### src/toc_consts.svh
// register offsets, field positions and reset values of the timer channels
`ifndef TOC_CONSTS_SVH
`define TOC_CONSTS_SVH

`define TOC_CNT_W         16
`define TOC_ADDR_W        4
`define TOC_DATA_W        16
// register indices (one 16-bit word each)
`define TOC_A_CTRL0       4'h0
`define TOC_A_VAL0        4'h1
`define TOC_A_CTRL1       4'h2
`define TOC_A_VAL1        4'h3
`define TOC_A_STAT        4'h4
`define TOC_A_COUNT       4'h5
`define TOC_A_MOD         4'h6
`define TOC_A_TCTRL       4'h7
// channel control fields
`define TOC_C_IE          0
`define TOC_C_CAP         1
`define TOC_C_ACT_LO      2
`define TOC_C_ACT_HI      3
`define TOC_C_LINK        4
// status fields (write one to clear bits 0..2, active set read only)
`define TOC_S_CH0F        0
`define TOC_S_CH1F        1
`define TOC_S_TOF         2
`define TOC_S_ACTSET      3
// timer control fields
`define TOC_T_RUN         0
`define TOC_T_TOIE        1
`define TOC_CTRL_RST      5'h00
`define TOC_MOD_RST       16'hFFFF

`endif

### src/toc_pkg.sv
// types shared by the timer output compare channels
package toc_pkg;
  // compare pin action, also capture edge select
  typedef enum logic [1:0]
  {
    TOC_ACT_NONE   = 2'b00,
    TOC_ACT_TOGGLE = 2'b01,
    TOC_ACT_CLEAR  = 2'b10,
    TOC_ACT_SET    = 2'b11
  } toc_act_t;
endpackage

### src/toc_channels.sv
// two capture/compare channels with buffered pair mode on a free counter
// register map, one 16-bit word per index
//   0 channel0 control: link, action, capture, irq enable
//   1 channel0 value
//   2 channel1 control: action, capture, irq enable, no link
//   3 channel1 value
//   4 status: active set, overflow, channel1 and channel0 flags
//   5 counter, read only
//   6 modulo, last count before the wrap
//   7 timer control: overflow irq enable, run
//   8..15 unmapped, read as zero, writes dropped
//
// action field in compare mode
//   none keeps the pin, toggle inverts it,
//   clear drives it low, set drives it high
// same field in capture mode picks the edge
//   clear code: rising, toggle code: falling,
//   set code: both, none: capture off
//
// counter
//   counts while run is set and the clock enable is high
//   goes to zero on the edge after it equals the modulo
//   so one overflow period is modulo plus one counts
//   overflow flag rises on that same wrap edge
//
// compare
//   match when the counter equals the active value
//   pin and flag change on the matching edge
//   at most one match per period per value,
//   unless software moves the value past the counter
//   no shadow copy in unbuffered mode: a write lands at once,
//   so a value written just behind the counter is missed
//   until the next period, up to two periods of odd pulses
//
// capture
//   edge seen against the previous pin sample
//   pins are taken as synchronous; an async source needs
//   a synchroniser outside this block
//   capture wins over a software write in the same cycle
//
// flags
//   write one to clear bits 0..2 of the status word
//   a hardware set in the clearing cycle wins,
//   so an event is never lost to a late clear
//   irq outputs are levels: flag and enable
//
// buffered pair
//   link bit in channel0 control joins the two channels
//   channel0 pin then follows whichever value set is active
//   active set starts at channel0 when the link is made
//   and moves only on a wrap, to the set written last
//   a write to the active set acts at once, as unbuffered
//   channel1 control is ignored and its pin is handed
//   to the general-purpose drive inputs
//   status bit 3 tells software which set is active,
//   so it can aim the next write at the other one
//
// software timing hints for unbuffered channels
//   lower a value from the compare irq handler,
//   raise it from the overflow irq handler;
//   raising it from the compare handler may give
//   a second match in the same period
//
// clock enable
//   low freezes counter, flags, registers and read data;
//   bus strobes seen while it is low are dropped
//
// limitations
//   no prescaler and no pwm; the counter steps once
//   per enabled clock
//   no input filter; a one-cycle glitch on a pin in
//   capture mode is taken as a real edge
//   counter reads are not latched across bytes,
//   the full word comes in one access
//
// Local design decisions: the register offsets and strobed register access.
`include "toc_consts.svh"

module toc_channels #(
  parameter int CNT_W = `TOC_CNT_W
) (
  // clock, reset, enable
  input  wire logic                    core_clk,
  input  wire logic                    srst,
  input  wire logic                    clk_en,
  // register port
  input  wire logic [`TOC_ADDR_W-1:0]  reg_addr,
  input  wire logic [`TOC_DATA_W-1:0]  reg_wdata,
  input  wire logic                    reg_wr,
  input  wire logic                    reg_rd,
  output logic      [`TOC_DATA_W-1:0]  reg_rdata,
  // channel pins, output enable low while driving
  input  wire logic                    channel0_pin_i,
  output logic                         channel0_pin_o,
  output logic                         channel0_pin_oe_n,
  input  wire logic                    channel1_pin_i,
  output logic                         channel1_pin_o,
  output logic                         channel1_pin_oe_n,
  // general-purpose drive of channel1 pin while linked
  input  wire logic                    gpio1_out,
  input  wire logic                    gpio1_oe_n,
  // interrupt request levels
  output logic                         irq_channel,
  output logic                         irq_overflow
);

  logic [CNT_W-1:0] cnt_q;
  logic [CNT_W-1:0] mod_q;
  logic [4:0]       ctrl_q [2];
  logic [CNT_W-1:0] val_q  [2];
  logic [1:0]       chf_q;
  logic             tof_q;
  logic             run_q;
  logic             toie_q;
  logic             act_set_q;   // register set driving the pair
  logic             last_wr_q;   // set written most recently
  logic [1:0]       pin_q;
  logic [1:0]       in_q;
  logic             wrap;
  logic             linked;
  logic [1:0]       match;
  logic [1:0]       cap_ev;
  logic [1:0]       val_wr;
  logic             stat_wr;
  logic [`TOC_DATA_W-1:0] rd_mux;

  assign linked  = ctrl_q[0][`TOC_C_LINK];
  assign wrap    = clk_en && run_q && (cnt_q == mod_q);
  assign stat_wr = reg_wr && (reg_addr == `TOC_A_STAT);
  assign val_wr[0] = reg_wr && (reg_addr == `TOC_A_VAL0);
  assign val_wr[1] = reg_wr && (reg_addr == `TOC_A_VAL1);

  // free-running counter, wraps at the modulo value
  always_ff @(posedge core_clk)
  begin
    if (srst)
      cnt_q <= '0;
    else if (clk_en && run_q)
      cnt_q <= wrap ? '0 : cnt_q + 1'b1;
  end

  // modulo and run control
  always_ff @(posedge core_clk)
  begin
    if (srst)
    begin
      mod_q  <= CNT_W'(`TOC_MOD_RST);
      run_q  <= 1'b0;
      toie_q <= 1'b0;
    end
    else if (clk_en && reg_wr)
    begin
      if (reg_addr == `TOC_A_MOD)
        mod_q <= reg_wdata[CNT_W-1:0];
      if (reg_addr == `TOC_A_TCTRL)
      begin
        run_q  <= reg_wdata[`TOC_T_RUN];
        toie_q <= reg_wdata[`TOC_T_TOIE];
      end
    end
  end

  // pin input history for capture edge detection
  always_ff @(posedge core_clk)
  begin
    if (srst)
      in_q <= 2'b00;
    else if (clk_en)
      in_q <= {channel1_pin_i, channel0_pin_i};
  end

  // buffered pair bookkeeping: swap only at wrap
  always_ff @(posedge core_clk)
  begin
    if (srst)
    begin
      act_set_q <= 1'b0;
      last_wr_q <= 1'b0;
    end
    else if (clk_en)
    begin
      if (!linked)
      begin
        act_set_q <= 1'b0;
        last_wr_q <= 1'b0;
      end
      else
      begin
        if (val_wr[1])
          last_wr_q <= 1'b1;
        else if (val_wr[0])
          last_wr_q <= 1'b0;
        if (wrap)
          act_set_q <= val_wr[1] ? 1'b1 :
                       val_wr[0] ? 1'b0 : last_wr_q;
      end
    end
  end

  // per-channel compare, capture, value and control
  for (genvar i = 0; i < 2; i++)
  begin : g_ch
    logic [4:0]       cfg;
    logic [CNT_W-1:0] cmp_val;
    logic             rise;
    logic             fall;
    logic             edge_hit;
    toc_pkg::toc_act_t act;

    // channel1 control is ignored while paired
    assign cfg     = (i == 1 && linked) ? `TOC_CTRL_RST : ctrl_q[i];
    assign act     = toc_pkg::toc_act_t'(cfg[`TOC_C_ACT_HI:`TOC_C_ACT_LO]);
    assign cmp_val = (i == 0 && linked) ? val_q[act_set_q] : val_q[i];
    assign rise    = (i == 0 ? channel0_pin_i : channel1_pin_i) && !in_q[i];
    assign fall    = !(i == 0 ? channel0_pin_i : channel1_pin_i) && in_q[i];
    assign match[i]  = clk_en && run_q && !cfg[`TOC_C_CAP] &&
                       (act != toc_pkg::TOC_ACT_NONE) &&
                       (cnt_q == cmp_val);

    // capture edge select: rising, falling or both
    always_comb
    begin
      edge_hit = 1'b0;
      case (act)
        toc_pkg::TOC_ACT_CLEAR:  edge_hit = rise;
        toc_pkg::TOC_ACT_TOGGLE: edge_hit = fall;
        toc_pkg::TOC_ACT_SET:    edge_hit = rise || fall;
        default:                 edge_hit = 1'b0;
      endcase
    end
    assign cap_ev[i] = clk_en && cfg[`TOC_C_CAP] && edge_hit;

    // value register: software write or capture, capture wins
    always_ff @(posedge core_clk)
    begin
      if (srst)
        val_q[i] <= '0;
      else if (cap_ev[i])
        val_q[i] <= cnt_q;
      else if (clk_en && val_wr[i])
        val_q[i] <= reg_wdata[CNT_W-1:0];
    end

    // control register
    always_ff @(posedge core_clk)
    begin
      if (srst)
        ctrl_q[i] <= `TOC_CTRL_RST;
      else if (clk_en && reg_wr &&
               reg_addr == (i == 0 ? `TOC_A_CTRL0 : `TOC_A_CTRL1))
        ctrl_q[i] <= (i == 0) ? reg_wdata[4:0]
                              : {1'b0, reg_wdata[3:0]};
    end

    // pin action on match; no resync, so a late write misses a period
    always_ff @(posedge core_clk)
    begin
      if (srst)
        pin_q[i] <= 1'b0;
      else if (match[i])
      begin
        case (act)
          toc_pkg::TOC_ACT_SET:    pin_q[i] <= 1'b1;
          toc_pkg::TOC_ACT_CLEAR:  pin_q[i] <= 1'b0;
          toc_pkg::TOC_ACT_TOGGLE: pin_q[i] <= !pin_q[i];
          default:                 pin_q[i] <= pin_q[i];
        endcase
      end
    end

    // event flag, set wins over a clear in the same cycle
    always_ff @(posedge core_clk)
    begin
      if (srst)
        chf_q[i] <= 1'b0;
      else if (match[i] || cap_ev[i])
        chf_q[i] <= 1'b1;
      else if (clk_en && stat_wr && reg_wdata[i])
        chf_q[i] <= 1'b0;
    end
  end

  // overflow flag, set wins over clear
  always_ff @(posedge core_clk)
  begin
    if (srst)
      tof_q <= 1'b0;
    else if (wrap)
      tof_q <= 1'b1;
    else if (clk_en && stat_wr && reg_wdata[`TOC_S_TOF])
      tof_q <= 1'b0;
  end

  // interrupt requests gated by per-channel enables and the overflow enable
  assign irq_channel  = (chf_q[0] && ctrl_q[0][`TOC_C_IE]) ||
                        (chf_q[1] && !linked &&
                         ctrl_q[1][`TOC_C_IE]);
  assign irq_overflow = tof_q && toie_q;

  // pin drivers; channel1 goes to GPIO when paired
  assign channel0_pin_o    = pin_q[0];
  assign channel0_pin_oe_n = ctrl_q[0][`TOC_C_CAP];
  assign channel1_pin_o    = linked ? gpio1_out : pin_q[1];
  assign channel1_pin_oe_n = linked ? gpio1_oe_n : ctrl_q[1][`TOC_C_CAP];

  // read multiplexer; unmapped indices read as zero
  always_comb
  begin
    rd_mux = '0;
    case (reg_addr)
      `TOC_A_CTRL0: rd_mux = 16'(ctrl_q[0]);
      `TOC_A_VAL0:  rd_mux = 16'(val_q[0]);
      `TOC_A_CTRL1: rd_mux = 16'(ctrl_q[1]);
      `TOC_A_VAL1:  rd_mux = 16'(val_q[1]);
      `TOC_A_STAT:  rd_mux = 16'({act_set_q, tof_q, chf_q});
      `TOC_A_COUNT: rd_mux = 16'(cnt_q);
      `TOC_A_MOD:   rd_mux = 16'(mod_q);
      `TOC_A_TCTRL: rd_mux = 16'({toie_q, run_q});
      default:      rd_mux = '0;
    endcase
  end

  // read data, one cycle after the strobe, zero otherwise
  always_ff @(posedge core_clk)
  begin
    if (srst)
      reg_rdata <= '0;
    else if (clk_en)
      reg_rdata <= reg_rd ? rd_mux : '0;
  end

endmodule

### config.mk
export PLATFORM = sky130hd
export DESIGN_NAME = toc_channels
export DESIGN_NICKNAME = d
export VERILOG_FILES = /design/src/toc_pkg.sv /design/src/toc_channels.sv
export VERILOG_INCLUDE_DIRS = /design/src
export SDC_FILE = /design/constraint.sdc
export NUM_CORES = 1
export LEC_CHECK = 0
export BUFFER_PORTS_ARGS = -buffer_cell sky130_fd_sc_hd__buf_2
export CAP_MARGIN = 20
export CORE_MARGIN = 10
export CORE_UTILIZATION = 25
export CTS_CLUSTER_SIZE = 12
export DETAILED_ROUTE_END_ITERATION = 10
export GPL_ROUTABILITY_DRIVEN = 0
export PLACE_DENSITY_LB_ADDON = 0.25
export REMOVE_ABC_BUFFERS = 1
export SLEW_MARGIN = 20
export SYNTH_ARGS = -nofsm -noshare
export SYNTH_HDL_FRONTEND = slang
export SYNTH_SLANG_ARGS = --single-unit
### constraint.sdc
create_clock -name core_clk -period 4.35 [get_ports core_clk]
set_clock_uncertainty 0.2 [all_clocks]
set_input_delay 0.2175 -clock core_clk [delete_from_list [all_inputs] [get_ports core_clk]]
set_output_delay 0.2175 -clock core_clk [all_outputs]
set_load 0.02 [all_outputs]
# [Yosys cells after proc, flatten, opt, wreduce, memory -nomap -nowiden]
# Memories as Yosys holds them, arrays and structs flattened. A register that Yosys moved wholly into a read port is not among the register bits.
# Index checks and enable logic that the tools add are counted.
[totals] ff_bits=59 ram_bits=42 inputBits=29 output_inout_bits=22 wordCells=150 memories=2
[classes] add_sub_neg=1 n_eq_ne=17 muxes=52 n_bitwise=6 reduce_logical=59
[mem_list] memory="val_q" words=2 word_bits=16 read_ports=3 rd_clocked_by_memory_dff=1 wr=2 line="toc_channels.sv:110" source="logic [CNT_W-1:0] val_q [2];"
[mem_list] memory="ctrl_q" words=2 word_bits=5 read_ports=2 rd_clocked_by_memory_dff=0 wr=2 line="toc_channels.sv:109" source="logic [4:0] ctrl_q [2];"
[ops] cell="case mux 16 bit (8 select lines)" n=1
[ops] cell="2-to-1 mux 16 bit" n=7
[ops] cell="== test 16 bit" n=3
[ops] cell="2-to-1 mux 1 bit" n=37
[ops] cell="logical AND 1 bit" n=32
[ops] cell="adder 16 x 1 -> 16 bit, second input constant" n=1
[ops] cell="== test 4 x 3 -> 1 bit, second input constant" n=4
[ops] cell="case mux 1 bit (3 select lines)" n=4
[ops] cell="2-to-1 mux 5 bit" n=2
[ops] cell="AND reduction 2 bit" n=5
[ops] cell="nonzero test 2 bit" n=5
[ops] cell="zero test 1 bit" n=9
[ops] cell="== test 2 bit, second input constant" n=4
[ops] cell="== test 4 x 2 -> 1 bit, second input constant" n=2
[ops] cell="OR 1 bit" n=6
[ops] cell="nonzero test 3 bit" n=2
[ops] cell="logical OR 1 bit" n=5
[ops] cell="== test 2 x 1 -> 1 bit, second input constant" n=2
[ops] cell="== test 4 x 1 -> 1 bit, second input constant" n=1
[ops] cell="zero test 4 bit" n=1
[ops] cell="2-to-1 mux 4 bit" n=1
[ops] cell="!= test 2 bit, second input constant" n=1

# [Longest topological paths before layout]
# Gate-level depths: netlist (run 1).
[depth] word_depth=10 mapped_depth=9 mapped_depth_nobuf=8

# [Worst setup path after synthesis (run 1)]
# OpenSTA, ideal clock, no wires.
[synth_path] kind="input -> register" start="input port reg_addr[3]" end="memory val_q[0][0] in the netlist's numbering (enable)" setup_time_ns=0.376 t_arrival_ns=1.681 required_time_ns=3.774 path_slack_ns=2.093 path_stages=4 cell_sequence="buf_2 -> nor4b_4 -> clkbuf_1 -> a311o_1"
[synth_rtl] element="from (decl)" line="toc_channels.sv:87" source="input wire logic [`TOC_ADDR_W-1:0] reg_addr,"
[synth_rtl] element="to (decl)" line="toc_channels.sv:110"

==> results of run 1 <==
-- placed cells by master (no fill, tap or decap), types with 3 or more instances in the layout --
master                          synthesis  routed
sky130_fd_sc_hd__and3_1                 4       4
sky130_fd_sc_hd__buf_2                 20      50
sky130_fd_sc_hd__and2_1                15      15
sky130_fd_sc_hd__xor2_1                34      34
sky130_fd_sc_hd__nand4_1                6       6
sky130_fd_sc_hd__a22oi_1               41      41
sky130_fd_sc_hd__nand2_1               38      38
sky130_fd_sc_hd__edfxtp_1              41      41
sky130_fd_sc_hd__nor3_1                 7       7
sky130_fd_sc_hd__o21ai_0                3       3
sky130_fd_sc_hd__inv_1                 15      15
sky130_fd_sc_hd__or2_2                  4       4
sky130_fd_sc_hd__a31oi_1                3       3
sky130_fd_sc_hd__nor2b_1               26      25
sky130_fd_sc_hd__a22o_1                17      17
sky130_fd_sc_hd__dlygate4sd3_1          0      16
sky130_fd_sc_hd__clkbuf_1              21       3
sky130_fd_sc_hd__dfxtp_1               60      60
sky130_fd_sc_hd__o221a_2                5       5
sky130_fd_sc_hd__mux2_2                 5       5
sky130_fd_sc_hd__nor2_1                62      62
sky130_fd_sc_hd__nor4_1                11      10
sky130_fd_sc_hd__a222oi_1               3       3
sky130_fd_sc_hd__a211o_1               16      16
sky130_fd_sc_hd__xnor2_1               15      15
sky130_fd_sc_hd__nand2b_1               8       8
sky130_fd_sc_hd__clkbuf_16              0      10
sky130_fd_sc_hd__mux2i_1                5       5
sky130_fd_sc_hd__ha_1                   5       5
sky130_fd_sc_hd__nand3_1               10      10
sky130_fd_sc_hd__a21oi_1               41      41
sky130_fd_sc_hd__nand4b_1               3       3
sky130_fd_sc_hd__buf_4                  0       7
-- critical path, cell delays in order --
cell and delay (ps):
sky130_fd_sc_hd__dlygate4sd3_1 530, sky130_fd_sc_hd__buf_2 120, sky130_fd_sc_hd__inv_1 40, sky130_fd_sc_hd__ha_1 180, sky130_fd_sc_hd__or2_2 270, sky130_fd_sc_hd__a32oi_1 260
sky130_fd_sc_hd__nand4b_1 390, sky130_fd_sc_hd__nand2_1 270, sky130_fd_sc_hd__a21oi_1 390, sky130_fd_sc_hd__o221a_2 260
-- registers in the layout (all words and copies together) (netlist names), named ones only --
signal and cells:
act_set_q 1, channel0_pin_o 1, chf_q 2, cnt_q 16, ctrl_q 9, in_q 2
last_wr_q 1, mod_q 16, pin_q 1, reg_rdata 16, run_q 1, tof_q 1
toie_q 1, val_q 32
-- final cells by class --
cell class / count / area share
well taps: 280 / 0.0538
clock inverters: 2 / 0.00211
flip-flops and latches: 101 / 0.373
repair buffers: 75 / 0.0745
clock buffers: 14 / 0.0423
multi-input cells: 428 / 0.445
inverters: 16 / 0.00922
-- worst paths after layout --
check / from / to / slack (ps) / depth (start not counted)
setup / recovery: channel1_pin_i / val_q[1][2] / 1440 / 10
hold / removal: reg_wdata[1] / mod_q[1] / 30 / 2
setup reg to reg: ctrl_q[0][4] / val_q[1][9] / 1630 / 5
hold reg to reg: reg_rdata[1] / reg_rdata[1] / 270 / 2
-- metal layers --
layer / track usage / up-vias / share of wire / wire (um)
met2: 0.211 / 200 / 0.47 / 8960
met1: 0.176 / 2448 / 0.45 / 8660
li1: - / 2235 / - / -
met3: 0.0211 / 33 / 0.061 / 1170
met4: 0.0488 / 0 / 0.021 / 406
met5: 0 / - / 0 / 0
-- cells by family after synthesis --
| logic type | count (synthesis) | share of synthesized area |
|---|---|---|
| AND/OR/NAND/NOR | 209 | 0.198 |
| AO/OA/AOI/OAI | 153 | 0.202 |
| flip-flops | 101 | 0.435 |
| buffers and inverters | 61 | 0.0495 |
| XOR/XNOR | 49 | 0.0768 |
| multiplexers | 12 | 0.0271 |
| adder cells (fa/ha/maj) | 5 | 0.0112 |
-- power groups by stage --
stage | registers, mW | logic [mW] | clock network (mW)
floorplan | 1.04 | 0.0769 | 0
global placement | 1.05 | 0.158 | 0
detailed placement | 1.05 | 0.161 | 0
CTS | 1.03 | 0.173 | 0.827
global route | 1.03 | 0.188 | 0.857
finish | 1.03 | 0.174 | 0.808
==> impl_metrics.xml, run 1 <==
<?xml version="1.0" encoding="UTF-8"?>
<metrics>
  <group name="sta">
    <metric name="tns" unit="ps">0</metric>
    <metric name="layout_worst_path_cycle_share" unit="">0.670</metric>
    <metric name="drv_slew" unit="">0</metric>
    <metric name="period_minus_slack" unit="ps">2910</metric>
    <metric name="timing_worst_slew_pin_value" unit="ps">1060</metric>
    <metric name="timing.fmax" unit="MHz">343</metric>
    <metric name="hold_viol_final" unit="">0</metric>
    <metric name="finalHoldWorstSlack" unit="ps">32.9</metric>
    <metric name="slew-limit-headroom" unit="">0.294</metric>
    <metric name="final_setup_violations" unit="">0</metric>
    <metric name="post-route-worst-setup-slack" unit="ps">1440</metric>
    <metric name="grt_setup_unrepaired" unit="">no</metric>
  </group>
  <group name="clock_tree">
    <metric name="ctsResizeCount" unit="">0</metric>
    <metric name="cts.root.buffer_cell" unit="">sky130_fd_sc_hd__clkbuf_16</metric>
    <metric name="clock_tree_from_tritoncts" unit="">done</metric>
    <metric name="clock_path_buffers" unit="">2</metric>
    <metric name="htreeDepth" unit="">3</metric>
    <metric name="number_of_buffers_created_by_cts" unit="">9</metric>
    <metric name="clk_transition_reported_paths" unit="ps">70</metric>
    <metric name="cts_sinks" unit="">101</metric>
    <metric name="worstSkewPairLatency" unit="ps">360</metric>
    <metric name="post_cts_buffers" unit="">0</metric>
    <metric name="holdBufCountCts" unit="">15</metric>
  </group>
  <group name="setup_path">
    <metric name="worst-endpoint-arrival" unit="ps">2940</metric>
    <metric name="critical_path_required" unit="ps">4380</metric>
    <metric name="startpoint_type" unit="">input pin</metric>
    <metric name="crit_fanout" unit="">7</metric>
    <metric name="crit_type" unit="">in -&gt; reg</metric>
    <metric name="critPathCaptureType" unit="">flop</metric>
  </group>
  <group name="yosys">
    <metric name="netlist_area" unit="um2">5590</metric>
    <metric name="synth.top_cell.area_share" unit="">0.220</metric>
    <metric name="synth_top_cells_by_count" unit="">sky130_fd_sc_hd__nor2_1 (62), sky130_fd_sc_hd__dfxtp_1 (60), sky130_fd_sc_hd__a21oi_1 (41), sky130_fd_sc_hd__a22oi_1 (41), sky130_fd_sc_hd__edfxtp_1 (41)</metric>
    <metric name="synth.yosys.seq_area_share" unit="">0.435</metric>
    <metric name="synth.top_cells.by_area" unit="">sky130_fd_sc_hd__edfxtp_1 (22%), sky130_fd_sc_hd__dfxtp_1 (21%), sky130_fd_sc_hd__a22oi_1 (5.5%)</metric>
    <metric name="yosysTopAreaCell" unit="">sky130_fd_sc_hd__edfxtp_1</metric>
    <metric name="cell_count_after_synthesis" unit="">590</metric>
    <metric name="synthesis.area_per_instance" unit="um2">9.47</metric>
    <metric name="async_reset_ff_frac" unit="">0</metric>
    <metric name="netlist-cell-type-count" unit="">64</metric>
    <metric name="postSynthRegisterBits" unit="">101</metric>
    <metric name="dominantRegCellSynth" unit="">sky130_fd_sc_hd__dfxtp_1</metric>
    <metric name="synth-edff-count" unit="">41</metric>
    <metric name="yosysMostFrequentCell" unit="">sky130_fd_sc_hd__nor2_1</metric>
    <metric name="ys.warnings.count" unit="">0</metric>
  </group>
  <group name="drt">
    <metric name="final_ant_viol_nets" unit="">0</metric>
    <metric name="wl_per_cell" unit="um">21.0</metric>
    <metric name="via_count" unit="">4916</metric>
    <metric name="first_iter_violations" unit="">382</metric>
    <metric name="vias_per_cell" unit="">5.37</metric>
    <metric name="firstDrtPassIters" unit="">5</metric>
    <metric name="drcViolationCount" unit="">0</metric>
    <metric name="wire_length_reported_by_the_detailed_router" unit="um">19200</metric>
  </group>
  <group name="finish">
    <metric name="finalNetCount" unit="">665</metric>
    <metric name="post_route_cells_drive_above_1_share" unit="">0.160</metric>
    <metric name="syn2layout_area_growth" unit="%">16.5</metric>
    <metric name="antennaDiodeCount" unit="">0</metric>
    <metric name="final.fill_count" unit="">2360</metric>
    <metric name="layout.area.seq" unit="um2">2430</metric>
    <metric name="area_taken_by_multi_input_logic_gates" unit="um2">2900</metric>
    <metric name="fin_util" unit="">0.297</metric>
    <metric name="finalNonFillerCells" unit="">916</metric>
    <metric name="layout.cell_area.non_filler" unit="um2">6510</metric>
  </group>
  <group name="global_routing">
    <metric name="grt_antenna_before_repair" unit="">0</metric>
    <metric name="grt_start_max_net_pins" unit="">45</metric>
    <metric name="grt_pass1_vias" unit="">4930</metric>
    <metric name="grt_remaining_overflow" unit="">0</metric>
    <metric name="grt_usage" unit="">0.132</metric>
    <metric name="grt_pass1_wl" unit="um">29600</metric>
  </group>
  <group name="placement">
    <metric name="port_buffers" unit="">50</metric>
    <metric name="detailed_place_hpwl" unit="um">13700</metric>
    <metric name="placement.setup.worst_slack" unit="ps">1550</metric>
    <metric name="postPlaceCellArea" unit="um2">6060</metric>
    <metric name="dp.cells" unit="">884</metric>
  </group>
  <group name="floorplanning">
    <metric name="chipHeight" unit="um">170</metric>
    <metric name="ios" unit="">51</metric>
    <metric name="rows" unit="">54</metric>
    <metric name="floorplan.die_area" unit="um2">28700</metric>
    <metric name="die_w" unit="um">170</metric>
    <metric name="core_area" unit="um2">21900</metric>
    <metric name="initial_core_util" unit="">0.255</metric>
  </group>
  <group name="power">
    <metric name="p_int" unit="mW">1.51</metric>
    <metric name="power.clock.fraction" unit="">0.402</metric>
    <metric name="netSwitchingFraction" unit="">0.249</metric>
    <metric name="p_leak" unit="nW">2.26</metric>
    <metric name="logic_gate_share_of_total_power" unit="">0.086</metric>
    <metric name="share_seq_of_total_power" unit="">0.512</metric>
    <metric name="finalPower" unit="mW">2.01</metric>
    <metric name="power.density" unit="nW/um2">309</metric>
    <metric name="power.ir.vdd_worst" unit="mV">0.150</metric>
    <metric name="p_switching" unit="uW">502</metric>
  </group>
  <group name="min_path">
    <metric name="worst_hold_path_type" unit="">in -&gt; reg</metric>
  </group>
  <group name="run">
    <metric name="cap_violations" unit="">0</metric>
  </group>
  <group name="run_status">
    <metric name="status" unit="">complete, no violations</metric>
  </group>
</metrics>
No activity file was read; power rests on OpenSTA's default activity.
==> run 2, diff against run 1 <==
==> constraint.sdc (replaced) <==
create_clock -name core_clk -period 2.68 [get_ports core_clk]
set_clock_uncertainty 0.2 [all_clocks]
set_input_delay 0.134 -clock core_clk [delete_from_list [all_inputs] [get_ports core_clk]]
set_output_delay 0.134 -clock core_clk [all_outputs]
set_load 0.02 [all_outputs]
==> impl_metrics.xml, run 2 (synthesized netlist as in run 1, its figures left out) <==
<?xml version="1.0" encoding="UTF-8"?>
<metrics>
  <group name="drt">
    <metric name="wire_length_reported_by_the_detailed_router" unit="um">19400</metric>
    <metric name="sum_of_routed_wire_segments_on_met1" unit="um">9030</metric>
    <metric name="met3RoutedLength" unit="um">1230</metric>
    <metric name="route.top_layer_used" unit="">met4</metric>
    <metric name="firstDrtPassIters" unit="">5</metric>
    <metric name="drcViolationCount" unit="">0</metric>
    <metric name="wl_per_cell" unit="um">20.6</metric>
    <metric name="first_iter_violations" unit="">531</metric>
    <metric name="vias_per_cell" unit="">5.25</metric>
    <metric name="final_ant_viol_nets" unit="">0</metric>
    <metric name="via_count" unit="">4952</metric>
    <metric name="dr_wl_met2" unit="um">8810</metric>
  </group>
  <group name="sta">
    <metric name="post-route-worst-setup-slack" unit="ps">212</metric>
    <metric name="timing.fmax" unit="MHz">405</metric>
    <metric name="tns" unit="ps">0</metric>
    <metric name="hold_viol_final" unit="">0</metric>
    <metric name="drv_slew" unit="">0</metric>
    <metric name="timing_worst_slew_pin_value" unit="ps">774</metric>
    <metric name="final_setup_violations" unit="">0</metric>
    <metric name="layout_worst_path_cycle_share" unit="">0.921</metric>
    <metric name="period_minus_slack" unit="ps">2470</metric>
    <metric name="slew-limit-headroom" unit="">0.479</metric>
    <metric name="grt_setup_unrepaired" unit="">no</metric>
  </group>
  <group name="clock_tree">
    <metric name="htreeDepth" unit="">3</metric>
    <metric name="clock_tree_from_tritoncts" unit="">done</metric>
    <metric name="clk_transition_reported_paths" unit="ps">70</metric>
    <metric name="post_cts_buffers" unit="">0</metric>
    <metric name="number_of_buffers_created_by_cts" unit="">9</metric>
    <metric name="cts.root.buffer_cell" unit="">sky130_fd_sc_hd__clkbuf_16</metric>
    <metric name="clock_path_buffers" unit="">2</metric>
    <metric name="worstSkewPairLatency" unit="ps">360</metric>
    <metric name="cts_sinks" unit="">101</metric>
  </group>
  <group name="min_path">
    <metric name="hold-path-endpoint" unit="">ctrl_q[0][0]</metric>
    <metric name="worst_hold_path_type" unit="">in -&gt; reg</metric>
    <metric name="whs_path_depth" unit="">2</metric>
    <metric name="hold_path_startpoint" unit="">reg_wr</metric>
  </group>
  <group name="finish">
    <metric name="layout.cells.most_common_list" unit="">sky130_fd_sc_hd__nor2_1 (62), sky130_fd_sc_hd__dfxtp_1 (60), sky130_fd_sc_hd__buf_2 (50)</metric>
    <metric name="syn2layout_area_growth" unit="%">20.4</metric>
    <metric name="final.fill_count" unit="">2346</metric>
    <metric name="register_containing_the_most_flip_flops_in_the_final_layout" unit="">val_q</metric>
    <metric name="antennaDiodeCount" unit="">0</metric>
    <metric name="post_route_cells_drive_above_1_share" unit="">0.189</metric>
    <metric name="number_of_flip_flops_under_the_largest_register_name" unit="">32</metric>
    <metric name="finalNetCount" unit="">692</metric>
    <metric name="mostFrequentLayoutCell" unit="">sky130_fd_sc_hd__nor2_1</metric>
  </group>
  <group name="power">
    <metric name="p_switching" unit="uW">831</metric>
    <metric name="power.clock.fraction" unit="">0.410</metric>
    <metric name="share_seq_of_total_power" unit="">0.500</metric>
    <metric name="p_leak" unit="nW">2.41</metric>
    <metric name="logic_gate_share_of_total_power" unit="">0.090</metric>
    <metric name="power.ir.vdd_worst" unit="mV">0.269</metric>
    <metric name="netSwitchingFraction" unit="">0.248</metric>
    <metric name="p_int" unit="mW">2.51</metric>
    <metric name="power.density" unit="nW/um2">497</metric>
  </group>
  <group name="setup_path">
    <metric name="crit-reg2reg-launch" unit="">cnt_q[1]</metric>
    <metric name="depth_of_the_worst_register_to_register_path" unit="">7</metric>
    <metric name="reg2reg_to" unit="">pin_q[1]</metric>
    <metric name="crit_path_cell_trace" unit="">dlygate4sd3_1 &gt; buf_2 &gt; inv_1 &gt; ha_1 &gt; or2_2 &gt; a32oi_1 &gt; nand4b_1 &gt; nand2_1 &gt; a21oi_1 &gt; o221a_2</metric>
    <metric name="setup.reg_to_reg.worst_slack" unit="ps">240</metric>
    <metric name="crit_type" unit="">in -&gt; reg</metric>
    <metric name="worst-endpoint-arrival" unit="ps">2500</metric>
    <metric name="cpPeakStageDelay" unit="ps">520</metric>
    <metric name="worstSetupStartpoint" unit="">channel1_pin_i</metric>
    <metric name="critical_path_required" unit="ps">2710</metric>
    <metric name="crit_fanout" unit="">5</metric>
    <metric name="startpoint_type" unit="">input pin</metric>
    <metric name="critPathCaptureType" unit="">flop</metric>
    <metric name="critical-path-slowest-cell" unit="">sky130_fd_sc_hd__dlygate4sd3_1</metric>
  </group>
  <group name="floorplanning">
    <metric name="floorplan.die_area" unit="um2">28700</metric>
    <metric name="die_w" unit="um">170</metric>
    <metric name="initial_core_util" unit="">0.255</metric>
    <metric name="ios" unit="">51</metric>
    <metric name="chipHeight" unit="um">170</metric>
    <metric name="rows" unit="">54</metric>
    <metric name="core_area" unit="um2">21900</metric>
  </group>
  <group name="placement">
    <metric name="detailed_place_hpwl" unit="um">13800</metric>
    <metric name="placement.setup.worst_slack" unit="ps">220</metric>
    <metric name="port_buffers" unit="">50</metric>
  </group>
  <group name="global_routing">
    <metric name="grt_pass1_vias" unit="">5007</metric>
    <metric name="grt_start_max_net_pins" unit="">30</metric>
    <metric name="grt_usage" unit="">0.135</metric>
    <metric name="grt_remaining_overflow" unit="">0</metric>
    <metric name="grt_pass1_wl" unit="um">30000</metric>
    <metric name="grt_antenna_before_repair" unit="">0</metric>
  </group>
  <group name="run">
    <metric name="cap_violations" unit="">0</metric>
  </group>
  <group name="run_status">
    <metric name="status" unit="">complete, no violations</metric>
  </group>
</metrics>
[run 2: power by group through the flow]
| stage | sequential, mW | clock [mW] | combinational, mW |
|---|---|---|---|
| after floorplan | 1.69 | 0 | 0.125 |
| after global placement | 1.70 | 0 | 0.274 |
| after detailed placement | 1.70 | 0 | 0.275 |
| after CTS | 1.67 | 1.41 | 0.300 |
| after global routing | 1.67 | 1.46 | 0.327 |
| final | 1.67 | 1.37 | 0.301 |
[run 2: how the worst max path moves through the flow]
stage | to | slack [ps] | depth (start not counted)
2_1_floorplan | val_q[1][0] | 360 | 4
3_3_place_gp | pin_q[1] | 230 | 7
3_5_place_dp | chf_q[0] | 220 | 6
4_1_cts | chf_q[0] | 190 | 6
5_1_grt | val_q[1][12] | 40 | 10
6_report | val_q[1][13] | 210 | 10
[run 2: cell type report]
class,count,area (um2),share of cell area
clock inverter,2,13.8,0.00205
timing repair buffer,102,691,0.103
tap,280,350,0.0521
multi-input combinational,428,2890,0.429
inverter,16,60.1,0.00893
sequential,101,2430,0.362
clock buffer,14,295,0.0439
[run 2: critical path: cells and delay by family]
family | cells | cell delay [ps]
compound gates | 3 | 850
buf+inv | 3 | 680
simple gates | 3 | 650
fa+ha+maj | 1 | 180
[run 2: per-stage QoR]
stage | hold slack, ps | instances | util | area (um2) | total power [mW]
4_1_cts | 105 | 943 | 0.307 | 6720 | 3.37
3_3_place_gp | 168 | 907 | 0.284 | 6210 | 1.98
5_1_grt | 120 | 943 | 0.307 | 6730 | 3.46
2_1_floorplan | 3.07 | 545 | - | 5370 | 1.82
6_report | 107 | 943 | 0.307 | 6730 | 3.34
3_5_place_dp | 179 | 907 | 0.284 | 6210 | 1.98
[run 2: routing by layer]
metal | GRT usage | vias to the layer above
met1 | 0.180 | 2458
met4 | 0.0371 | 0
met5 | 0 | -
met2 | 0.209 | 180
li1 | - | 2289
met3 | 0.0350 | 25
[run 2: repair_timing]
action                                  4_1_cts  5_1_grt
hold endpoints to repair                     50        0
resized for setup                             0        1
endpoints found under the setup margin        0        2
hold buffers                                 20        0
